===== config.mk =====
export PLATFORM = sky130hd
export DESIGN_NAME = srs_status_core
export DESIGN_NICKNAME = d
export VERILOG_FILES = /design/src/rtl/srs_pkg.sv /design/src/rtl/srs_status_core.sv
export SDC_FILE = /design/constraint.sdc
export NUM_CORES = 1
export LEC_CHECK = 0
export BUFFER_PORTS_ARGS = -buffer_cell sky130_fd_sc_hd__buf_2
export CORE_MARGIN = 2
export CORE_UTILIZATION = 55
export CTS_BUF_LIST = sky130_fd_sc_hd__clkbuf_2
export CTS_CLUSTER_SIZE = 28
export DETAILED_ROUTE_END_ITERATION = 10
export HOLD_SLACK_MARGIN = 0.06
export PLACE_DENSITY = 0.78
export SLEW_MARGIN = 20
export SYNTH_ARGS = -nofsm -noshare
export SYNTH_HDL_FRONTEND = slang
export SYNTH_SLANG_ARGS = --single-unit

===== constraint.sdc =====
create_clock -name clk_sys -period 3.2 [get_ports clk_sys]
set_clock_uncertainty 0.15 [all_clocks]
set_input_delay 0.16 -clock clk_sys [delete_from_list [all_inputs] [get_ports clk_sys]]
set_output_delay 0.16 -clock clk_sys [all_outputs]
set_load 0.05 [all_outputs]

===== src/rtl/srs_pkg.sv =====
// Constants for the status reporting and service request block.
// Assumes one instrument clock; shared by design and bench.
package srs_pkg;

    // ------------------------------------------------------------
    // Widths
    // ------------------------------------------------------------
    localparam int GROUP_WIDTH = 16;
    localparam int STD_WIDTH   = 8;
    localparam int QUEUE_WIDTH = 8;
    localparam int QUEUE_DEPTH = 16;

    // ------------------------------------------------------------
    // Operation group bits
    // ------------------------------------------------------------
    localparam int OP_CAL_DONE_BIT         = 0;
    localparam int OP_TRANSIENT_DONE_BIT   = 3;
    localparam int OP_MEASUREMENT_DONE_BIT = 4;

    // ------------------------------------------------------------
    // Fault group bits
    // ------------------------------------------------------------
    localparam int FLT_OUTPUT_VOLTAGE_FAULT_BIT   = 0;
    localparam int FLT_OVERCURRENT_TRIPPED_BIT    = 1;
    localparam int FLT_OVERTEMPERATURE_BIT        = 3;
    localparam int FLT_REMOTE_SHUTDOWN_ACTIVE_BIT = 9;
    localparam int FLT_RMS_LIMIT_ACTIVE_BIT       = 12;

    // ------------------------------------------------------------
    // Interface event bits
    // ------------------------------------------------------------
    localparam int STD_OP_COMPLETE_BIT = 0;
    localparam int STD_QUERY_ERR_BIT   = 2;
    localparam int STD_DEVICE_ERR_BIT  = 3;
    localparam int STD_EXEC_ERR_BIT    = 4;
    localparam int STD_CMD_ERR_BIT     = 5;
    localparam int STD_POWER_ON_BIT    = 7;

    // ------------------------------------------------------------
    // Summary byte bits
    // ------------------------------------------------------------
    localparam int STB_FAULT_SUMMARY_BIT     = 3;
    localparam int STB_MSG_AVAIL_BIT         = 4;
    localparam int STB_EVENT_SUMMARY_BIT     = 5;
    localparam int STB_SERVICE_BIT           = 6;
    localparam int STB_OPERATION_SUMMARY_BIT = 7;

    // ------------------------------------------------------------
    // Reset values
    // ------------------------------------------------------------
    localparam logic [15:0] GROUP_RESET = 16'h0000;
    localparam logic [7:0]  STD_RESET   = 8'h00;

    // ------------------------------------------------------------
    // Register selects of the access port
    // ------------------------------------------------------------
    typedef enum logic [3:0] {
        SEL_OPERATION_SUMMARY_LIVE   = 4'h0,
        SEL_OPERATION_SUMMARY_EVENTS = 4'h1,
        SEL_OPERATION_SUMMARY_MASK   = 4'h2,
        SEL_FLT_LIVE    = 4'h3,
        SEL_FLT_EVENTS  = 4'h4,
        SEL_FLT_MASK    = 4'h5,
        SEL_STD_EVENTS  = 4'h6,
        SEL_STD_MASK    = 4'h7,
        SEL_SUMMARY     = 4'h8,
        SEL_SRQ_MASK    = 4'h9,
        SEL_POLL        = 4'ha,
        SEL_QUEUE       = 4'hb
    } srs_sel_t;

endpackage : srs_pkg


===== src/rtl/srs_status_core.sv =====
// Status groups, summary byte, service request and output queue.
// Assumes condition pins are asynchronous; event strobes, queue push
// and the access port come from logic on clk_sys.
// Summary of operation
// - Live condition registers mirror monitored circuit signals
// - Operation and fault event registers latch rises, clear on read
// - Enable masks select events into summaries
// - Enabled operation events form summary bit 7
// - Operation bits: calibration 0, transient 3, measurement 4
// - Fault bits 0,1,3,9,12 as assigned
// - Enabled fault events form summary bit 3
// - Interface event bits 0,2,3,4,5,7 assigned
// - Interface event read returns and clears
// - Interface mask gates like other masks
// - Power-on sets power-on event bit
// - Summary query returns master summary, changes nothing
// - Serial poll returns request bit, clears it
// - Master summary is unlatched masked OR
// - Service request drives line, latches bit 6
// - Poll clear leaves other summary bits alone
// - Response bytes wait in a FIFO queue
// - Message available bit 4 while queue nonempty
// - Bit 5 is enabled interface event summary
// - Power-up clears all groups and masks
// - Event read clears, summary drops with it
`timescale 1ns/1ps
`default_nettype none

module srs_status_core
    import srs_pkg::*;
#(
    parameter int QDEPTH = QUEUE_DEPTH
) (
    input  wire logic                   clk_sys,
    input  wire logic                   rst_n,
    input  wire logic                   ce,
    input  wire logic                   calDone,
    input  wire logic                   transientDone,
    input  wire logic                   measurementDone,
    input  wire logic                   outputVoltageFault,
    input  wire logic                   overcurrentTripped,
    input  wire logic                   overtemperature,
    input  wire logic                   remoteShutdownActive,
    input  wire logic                   rmsLimitActive,
    input  wire logic                   opcEvent,
    input  wire logic                   queryErrEvent,
    input  wire logic                   deviceErrEvent,
    input  wire logic                   execErrEvent,
    input  wire logic                   cmdErrEvent,
    input  wire logic                   accValid,
    input  wire srs_sel_t               accSel,
    input  wire logic                   accWrite,
    input  wire logic [GROUP_WIDTH-1:0] accWdata,
    output logic                        rdValid,
    output logic      [GROUP_WIDTH-1:0] rdData,
    input  wire logic                   qPushValid,
    input  wire logic [QUEUE_WIDTH-1:0] qPushData,
    output logic                        qPushReady,
    output logic                        srq
);

    // ------------------------------------------------------------
    // Parameter check
    // ------------------------------------------------------------
    localparam int PW = (QDEPTH > 1) ? $clog2(QDEPTH) : 1;

    if (QDEPTH < 2 || (1 << PW) != QDEPTH) begin : g_bad_depth
        $error("QDEPTH must be a power of two, at least 2");
    end

    // ------------------------------------------------------------
    // Condition pin synchronisers
    // ------------------------------------------------------------
    localparam int NCOND = 8;

    logic [NCOND-1:0] condRaw;
    logic [NCOND-1:0] condMeta;
    logic [NCOND-1:0] condSync;
    logic [NCOND-1:0] condPrev;

    assign condRaw = {rmsLimitActive, remoteShutdownActive, overtemperature,
                      overcurrentTripped, outputVoltageFault,
                      measurementDone, transientDone, calDone};

    always_ff @(posedge clk_sys or negedge rst_n) begin
        if (!rst_n) begin
            condMeta <= '0;
            condSync <= '0;
            condPrev <= '0;
        end else if (ce) begin
            condMeta <= condRaw;
            condSync <= condMeta;
            condPrev <= condSync;
        end
    end

    // ------------------------------------------------------------
    // Live state vectors and rising edges
    // ------------------------------------------------------------
    logic [GROUP_WIDTH-1:0] opLive;
    logic [GROUP_WIDTH-1:0] fltLive;
    logic [GROUP_WIDTH-1:0] opPrev;
    logic [GROUP_WIDTH-1:0] fltPrev;
    logic [GROUP_WIDTH-1:0] opRise;
    logic [GROUP_WIDTH-1:0] fltRise;

    function automatic logic [31:0] place(input logic [NCOND-1:0] c);
        logic [GROUP_WIDTH-1:0] op;
        logic [GROUP_WIDTH-1:0] fl;
        op = GROUP_RESET;
        fl = GROUP_RESET;
        op[OP_CAL_DONE_BIT]                = c[0];
        op[OP_TRANSIENT_DONE_BIT]          = c[1];
        op[OP_MEASUREMENT_DONE_BIT]        = c[2];
        fl[FLT_OUTPUT_VOLTAGE_FAULT_BIT]   = c[3];
        fl[FLT_OVERCURRENT_TRIPPED_BIT]    = c[4];
        fl[FLT_OVERTEMPERATURE_BIT]        = c[5];
        fl[FLT_REMOTE_SHUTDOWN_ACTIVE_BIT] = c[6];
        fl[FLT_RMS_LIMIT_ACTIVE_BIT]       = c[7];
        return {fl, op};
    endfunction : place

    assign {fltLive, opLive} = place(condSync);
    assign {fltPrev, opPrev} = place(condPrev);
    assign opRise  = opLive & ~opPrev;
    assign fltRise = fltLive & ~fltPrev;

    // ------------------------------------------------------------
    // Access decode
    // ------------------------------------------------------------
    logic rdReq;
    logic wrReq;

    assign rdReq = ce && accValid && !accWrite;
    assign wrReq = ce && accValid && accWrite;

    // ------------------------------------------------------------
    // Output queue
    // ------------------------------------------------------------
    logic [QUEUE_WIDTH-1:0] qMem [QDEPTH];
    logic [PW-1:0]          qWrPtr;
    logic [PW-1:0]          qRdPtr;
    logic [PW:0]            qCount;
    logic                   qPush;
    logic                   qPop;
    logic                   qUnderflow;
    logic                   msgAvail;

    assign qPushReady = (qCount != (PW+1)'(QDEPTH));
    assign qPush      = ce && qPushValid && qPushReady;
    assign qPop       = rdReq && accSel == SEL_QUEUE && qCount != '0;
    assign qUnderflow = rdReq && accSel == SEL_QUEUE && qCount == '0;
    assign msgAvail   = (qCount != '0);

    always_ff @(posedge clk_sys) begin
        if (qPush) begin
            qMem[qWrPtr] <= qPushData;
        end
    end

    always_ff @(posedge clk_sys or negedge rst_n) begin
        if (!rst_n) begin
            qWrPtr <= '0;
            qRdPtr <= '0;
            qCount <= '0;
        end else begin
            qWrPtr <= qWrPtr + PW'(qPush);
            qRdPtr <= qRdPtr + PW'(qPop);
            qCount <= qCount + (PW+1)'(qPush) - (PW+1)'(qPop);
        end
    end

    // ------------------------------------------------------------
    // Event registers, set wins over read clear
    // ------------------------------------------------------------
    logic [GROUP_WIDTH-1:0] opEvents;
    logic [GROUP_WIDTH-1:0] fltEvents;
    logic [STD_WIDTH-1:0]   stdEvents;
    logic [STD_WIDTH-1:0]   stdSet;
    logic                   ponPending;

    always_comb begin
        stdSet = STD_RESET;
        stdSet[STD_OP_COMPLETE_BIT] = opcEvent;
        stdSet[STD_QUERY_ERR_BIT]   = queryErrEvent | qUnderflow;
        stdSet[STD_DEVICE_ERR_BIT]  = deviceErrEvent;
        stdSet[STD_EXEC_ERR_BIT]    = execErrEvent;
        stdSet[STD_CMD_ERR_BIT]     = cmdErrEvent;
        stdSet[STD_POWER_ON_BIT]    = ponPending;
    end

    always_ff @(posedge clk_sys or negedge rst_n) begin
        if (!rst_n) begin
            ponPending <= 1'b1;
        end else if (ce) begin
            ponPending <= 1'b0;
        end
    end

    always_ff @(posedge clk_sys or negedge rst_n) begin
        if (!rst_n) begin
            opEvents  <= GROUP_RESET;
            fltEvents <= GROUP_RESET;
            stdEvents <= STD_RESET;
        end else if (ce) begin
            opEvents  <= ((rdReq && accSel == SEL_OPERATION_SUMMARY_EVENTS) ?
                          GROUP_RESET : opEvents) | opRise;
            fltEvents <= ((rdReq && accSel == SEL_FLT_EVENTS) ?
                          GROUP_RESET : fltEvents) | fltRise;
            stdEvents <= ((rdReq && accSel == SEL_STD_EVENTS) ?
                          STD_RESET : stdEvents) | stdSet;
        end
    end

    // ------------------------------------------------------------
    // Enable masks
    // ------------------------------------------------------------
    logic [GROUP_WIDTH-1:0] opMask;
    logic [GROUP_WIDTH-1:0] fltMask;
    logic [STD_WIDTH-1:0]   stdMask;
    logic [STD_WIDTH-1:0]   srqMask;

    always_ff @(posedge clk_sys or negedge rst_n) begin
        if (!rst_n) begin
            opMask  <= GROUP_RESET;
            fltMask <= GROUP_RESET;
            stdMask <= STD_RESET;
            srqMask <= STD_RESET;
        end else if (wrReq) begin
            unique case (accSel)
                SEL_OPERATION_SUMMARY_MASK: opMask  <= accWdata;
                SEL_FLT_MASK:  fltMask <= accWdata;
                SEL_STD_MASK:  stdMask <= accWdata[STD_WIDTH-1:0];
                SEL_SRQ_MASK:  srqMask <= accWdata[STD_WIDTH-1:0];
                default:       ;
            endcase
        end
    end

    // ------------------------------------------------------------
    // Summary byte and master summary
    // ------------------------------------------------------------
    logic                 opSum;
    logic                 fltSum;
    logic                 stdSum;
    logic                 mss;
    logic                 mssPrev;
    logic                 rqs;
    logic                 mssRise;
    logic                 pollReq;
    logic [STD_WIDTH-1:0] stbBase;

    assign opSum  = |(opEvents & opMask);
    assign fltSum = |(fltEvents & fltMask);
    assign stdSum = |(stdEvents & stdMask);

    always_comb begin
        stbBase = STD_RESET;
        stbBase[STB_FAULT_SUMMARY_BIT]     = fltSum;
        stbBase[STB_MSG_AVAIL_BIT]         = msgAvail;
        stbBase[STB_EVENT_SUMMARY_BIT]     = stdSum;
        stbBase[STB_OPERATION_SUMMARY_BIT] = opSum;
    end

    assign mss     = |(stbBase & srqMask);
    assign mssRise = mss && !mssPrev;
    assign pollReq = rdReq && accSel == SEL_POLL;

    always_ff @(posedge clk_sys or negedge rst_n) begin
        if (!rst_n) begin
            mssPrev <= 1'b0;
            rqs     <= 1'b0;
        end else if (ce) begin
            mssPrev <= mss;
            if (mssRise) begin
                rqs <= 1'b1;
            end else if (pollReq) begin
                rqs <= 1'b0;
            end
        end
    end

    assign srq = rqs;

    // ------------------------------------------------------------
    // Read answer, one cycle after the request
    // ------------------------------------------------------------
    logic [GROUP_WIDTH-1:0] next_rdData;

    always_comb begin
        next_rdData = GROUP_RESET;
        unique case (accSel)
            SEL_OPERATION_SUMMARY_LIVE:   next_rdData = opLive;
            SEL_OPERATION_SUMMARY_EVENTS: next_rdData = opEvents;
            SEL_OPERATION_SUMMARY_MASK:   next_rdData = opMask;
            SEL_FLT_LIVE:    next_rdData = fltLive;
            SEL_FLT_EVENTS:  next_rdData = fltEvents;
            SEL_FLT_MASK:    next_rdData = fltMask;
            SEL_STD_EVENTS:  next_rdData[STD_WIDTH-1:0] = stdEvents;
            SEL_STD_MASK:    next_rdData[STD_WIDTH-1:0] = stdMask;
            SEL_SUMMARY:     next_rdData[STD_WIDTH-1:0] =
                stbBase | (STD_WIDTH'(mss) << STB_SERVICE_BIT);
            SEL_SRQ_MASK:    next_rdData[STD_WIDTH-1:0] = srqMask;
            SEL_POLL:        next_rdData[STD_WIDTH-1:0] =
                stbBase | (STD_WIDTH'(rqs) << STB_SERVICE_BIT);
            SEL_QUEUE:       next_rdData[QUEUE_WIDTH-1:0] =
                msgAvail ? qMem[qRdPtr] : '0;
            default:         next_rdData = GROUP_RESET;
        endcase
    end

    always_ff @(posedge clk_sys or negedge rst_n) begin
        if (!rst_n) begin
            rdValid <= 1'b0;
            rdData  <= GROUP_RESET;
        end else if (ce) begin
            rdValid <= rdReq;
            rdData  <= rdReq ? next_rdData : rdData;
        end
    end
endmodule : srs_status_core

`default_nettype wire


==> impl_metrics.ini <==
[status]
status = finished with violations
violations = negative setup slack

[pwr]
static-leakage-power_nw = 5.184
finalPower_mw = 7.402
p_per_area_nw_per_um2 = 578.7
ir_drop_v = 0.0003685

[drt]
post-route-drc-count = 0
postRouteAntennaNets = 0
dr.first_iter.drc_count = 644
post_drt_wl_per_cell_um = 21.50
first_pass_iters = 5
drt-total-wl_um = 25450
detailroute.via_count = 7020
viasPerCell = 5.929

[setup_path]
worstReg2RegStart = qCount[2]$_DFF_PN0_
rr_endpoint = stdEvents[2]$_DFFE_PN0P_
rr_worst_depth = 8
start_kind = primary input
r2r_slack_ps = 150
crit_fanout = 13
cp-end-kind = flip-flop
required_ps = 3750
critPathKind = primary input to flip-flop
cp.arrival_ps = 3800

[worst_hold_path]
hold_end = qMem[14][0]$_DFFE_PP_
holdCritPathClass = primary input to flip-flop
worstHoldStart = qPushData[0]
hold_path_depth = 2

[timing]
tightest_slew_ps = 908.7
fin_ws_ps = -47.28
finalMaxSlewViolations = 0
hold_viol = 0
fin_crit_ps = 3247
rsz0062_at_grt = false
maxSlewHeadroom_pct = 39.19
finalSetupViolations = 1
fmaxAchievable_ghz = 0.3080
post-route-period-util_pct = 101.5
fin_tns_setup_ps = -47.28

[grt]
grt_usage_pct = 26.35
gr-total-overflow = 0
antenna_found_initial = 1
grt_pass1_wl_um = 40480
first_global_vias = 7520
grt_max_degree = 73

[synth]
synthAdderAreaFrac_pct = 1.384
synth_xor_area_share_pct = 0.6683
synthArstFlopShare_pct = 48.18
syn_avg_cell_area_um2 = 15.37
yosysUniqueCellTypes = 60
syn-num-nets = 740
synth_area_leaders = edfxtp_1 (37%), dfrtp_1 (28%), mux2_2 (7.8%)
synth_top_area_cell = edfxtp_1
synth-seq-area-share_pct = 65.08
yosysMostFrequentCell = edfxtp_1
synth.top_cells.by_count = edfxtp_1 (128), dfrtp_1 (118), mux2_2 (73)
synth_simple_gate_area_share_pct = 6.230
synth_top_cell_area_share_pct = 36.66
ys_ff_latch = 247
ys_warn_count = 0
synth_edf_count = 128
syn_area_um2 = 10480
ys.flop_type = edfxtp_1
muxShareOfSynthArea_pct = 16.46
synth_top_family_by_area = multiplexers
synth-compound-area-share_pct = 7.352
synth_cells = 682

[floorplanning]
start_util_pct = 56.05
fp.dieW_um = 142.1
fp-row-count = 50
die_area_um2 = 20180
core-area_um2 = 18710
ios = 66
die_h_um = 142.1

[clocking]
cts_max_level = 2
cts_tree = built
cts_inserted_buffers = 59
path_clk_slew_ps = 100
clkLatencyLatePin_ps = 860
cts_root_buffer = clkbuf_2
clockBufferDepth = 3
clock_sinks = 247

[placement]
port_buffers = 65
dp_hpwl_um = 15630
gp_congestion = 0.9234

[flow_run]
drv_cap = 0

[cells_and_area]
layout-drive-gt1-share_pct = 30.98
nNetsFinal = 970
synthToLayoutAreaGrowth_pct = 22.01
[stage by stage]
step | area (um^2) | std cells | util, % | hold WS [ps] | setup slack [ps]
detailed placement | 11150 | 978 | 59.63 | 76.89 | 143.8
global placement | 11150 | 978 | 59.63 | 62.47 | 280.7
floorplan | 10480 | 682 | - | -285.6 | 41.58
finish | 12790 | 1184 | 68.38 | 113.2 | -47.28
global route | 12790 | 1184 | 68.38 | 67.60 | 6.021
CTS | 12770 | 1183 | 68.27 | 60.99 | 100.5
[flip-flops by register name, summed over array words and instances (netlist names), 16 cells and up]
| register | count |
|---|---|
| qMem | 128 |
| fltMask | 16 |
| opMask | 16 |
| rdData | 16 |
[area by class of cell]
type | instances | area [um^2]
Timing Repair Buffer | 202 | 1679
Inverter | 22 | 82.58
Antenna cell | 1 | 2.502
Tap cell | 234 | 292.8
Clock inverter | 14 | 107.6
Fill cell | 1273 | 5914
Multi-Input combinational cell | 380 | 3382
Sequential cell | 247 | 6824
Clock buffer | 84 | 420.4
[timing repair]
action / CTS / global route
endpoints found under the setup margin: 0 / 2
resized for setup: 0 / 4
hold endpoints to repair: 379 / 0
setup buffers: 0 / 0
hold buffers: 107 / 0
[worst max-delay path by stage]
stage | from | endpoint | slack [ps] | depth (start not counted)
floorplan | qCount[3]$_DFF_PN0_ | qCount[4]$_DFF_PN0_ | 40 | 15
global placement | qCount[3]$_DFF_PN0_ | qCount[4]$_DFF_PN0_ | 280 | 16
detailed placement | qCount[2]$_DFF_PN0_ | qCount[4]$_DFF_PN0_ | 140 | 16
CTS | qCount[2]$_DFF_PN0_ | qCount[4]$_DFF_PN0_ | 100 | 16
global route | accWrite | opMask[14]$_DFFE_PN0P_ | 6 | 9
finish | accValid | opMask[14]$_DFFE_PN0P_ | -50 | 9
[cell families (layout without fill, tap and decap cells)]
group / after synthesis / after routing
AND/OR/NAND/NOR: 130 / 130
other: 0 / 1
adder cells (fa/ha/maj): 11 / 11
flip-flops: 247 / 247
buffers and inverters: 55 / 322
AO/OA/AOI/OAI: 111 / 111
multiplexers: 120 / 120
XOR/XNOR: 8 / 8
[routing by layer]
metal | track usage (%) | wire length (um) | up-vias
met2 | 45.92 | 13230 | 345
met1 | 31.37 | 9368 | 3489
met3 | 6.023 | 1967 | 81
met5 | 0 | 0 | -
li1 | - | - | 3105
met4 | 11.89 | 885 | 0
[cell usage in the layout (no fill, tap or decap), types with 4 or more instances in the layout]
master and count:
ha_1 10, inv_1 21, a21oi_1 15, dlygate4sd3_1 106, nor3_1 9, edfxtp_1 128, clkbuf_2 84, buf_4 28
nand2_1 44, a221oi_1 5, or3_1 4, a22o_1 7, nand2b_1 7, xnor2_1 5, o21ai_0 32, mux2_2 73
mux4_2 24, nand3_1 8, mux2i_1 13, clkinv_1 9, dfrtp_1 117, nor2b_1 8, nor2_1 32, o211ai_1 5
a32o_1 5, buf_2 64, mux4_1 8, a22oi_1 17
[worst max-delay path: stages]
cell and delay [ps]:
dlygate4sd3_1 540, buf_2 140, nand3_1 100, dlygate4sd3_1 680, nor4_4 230, dlygate4sd3_1 710, buf_4 290, mux2_2 370
dlygate4sd3_1 570
[report_power, final]
group | switching [mW] | internal (mW)
logic | 0.728 | 0.709
registers | 0.262 | 3.66
clock network | 1.19 | 0.857
total | 2.18 | 5.22
Power figures use the tool's default switching activity.
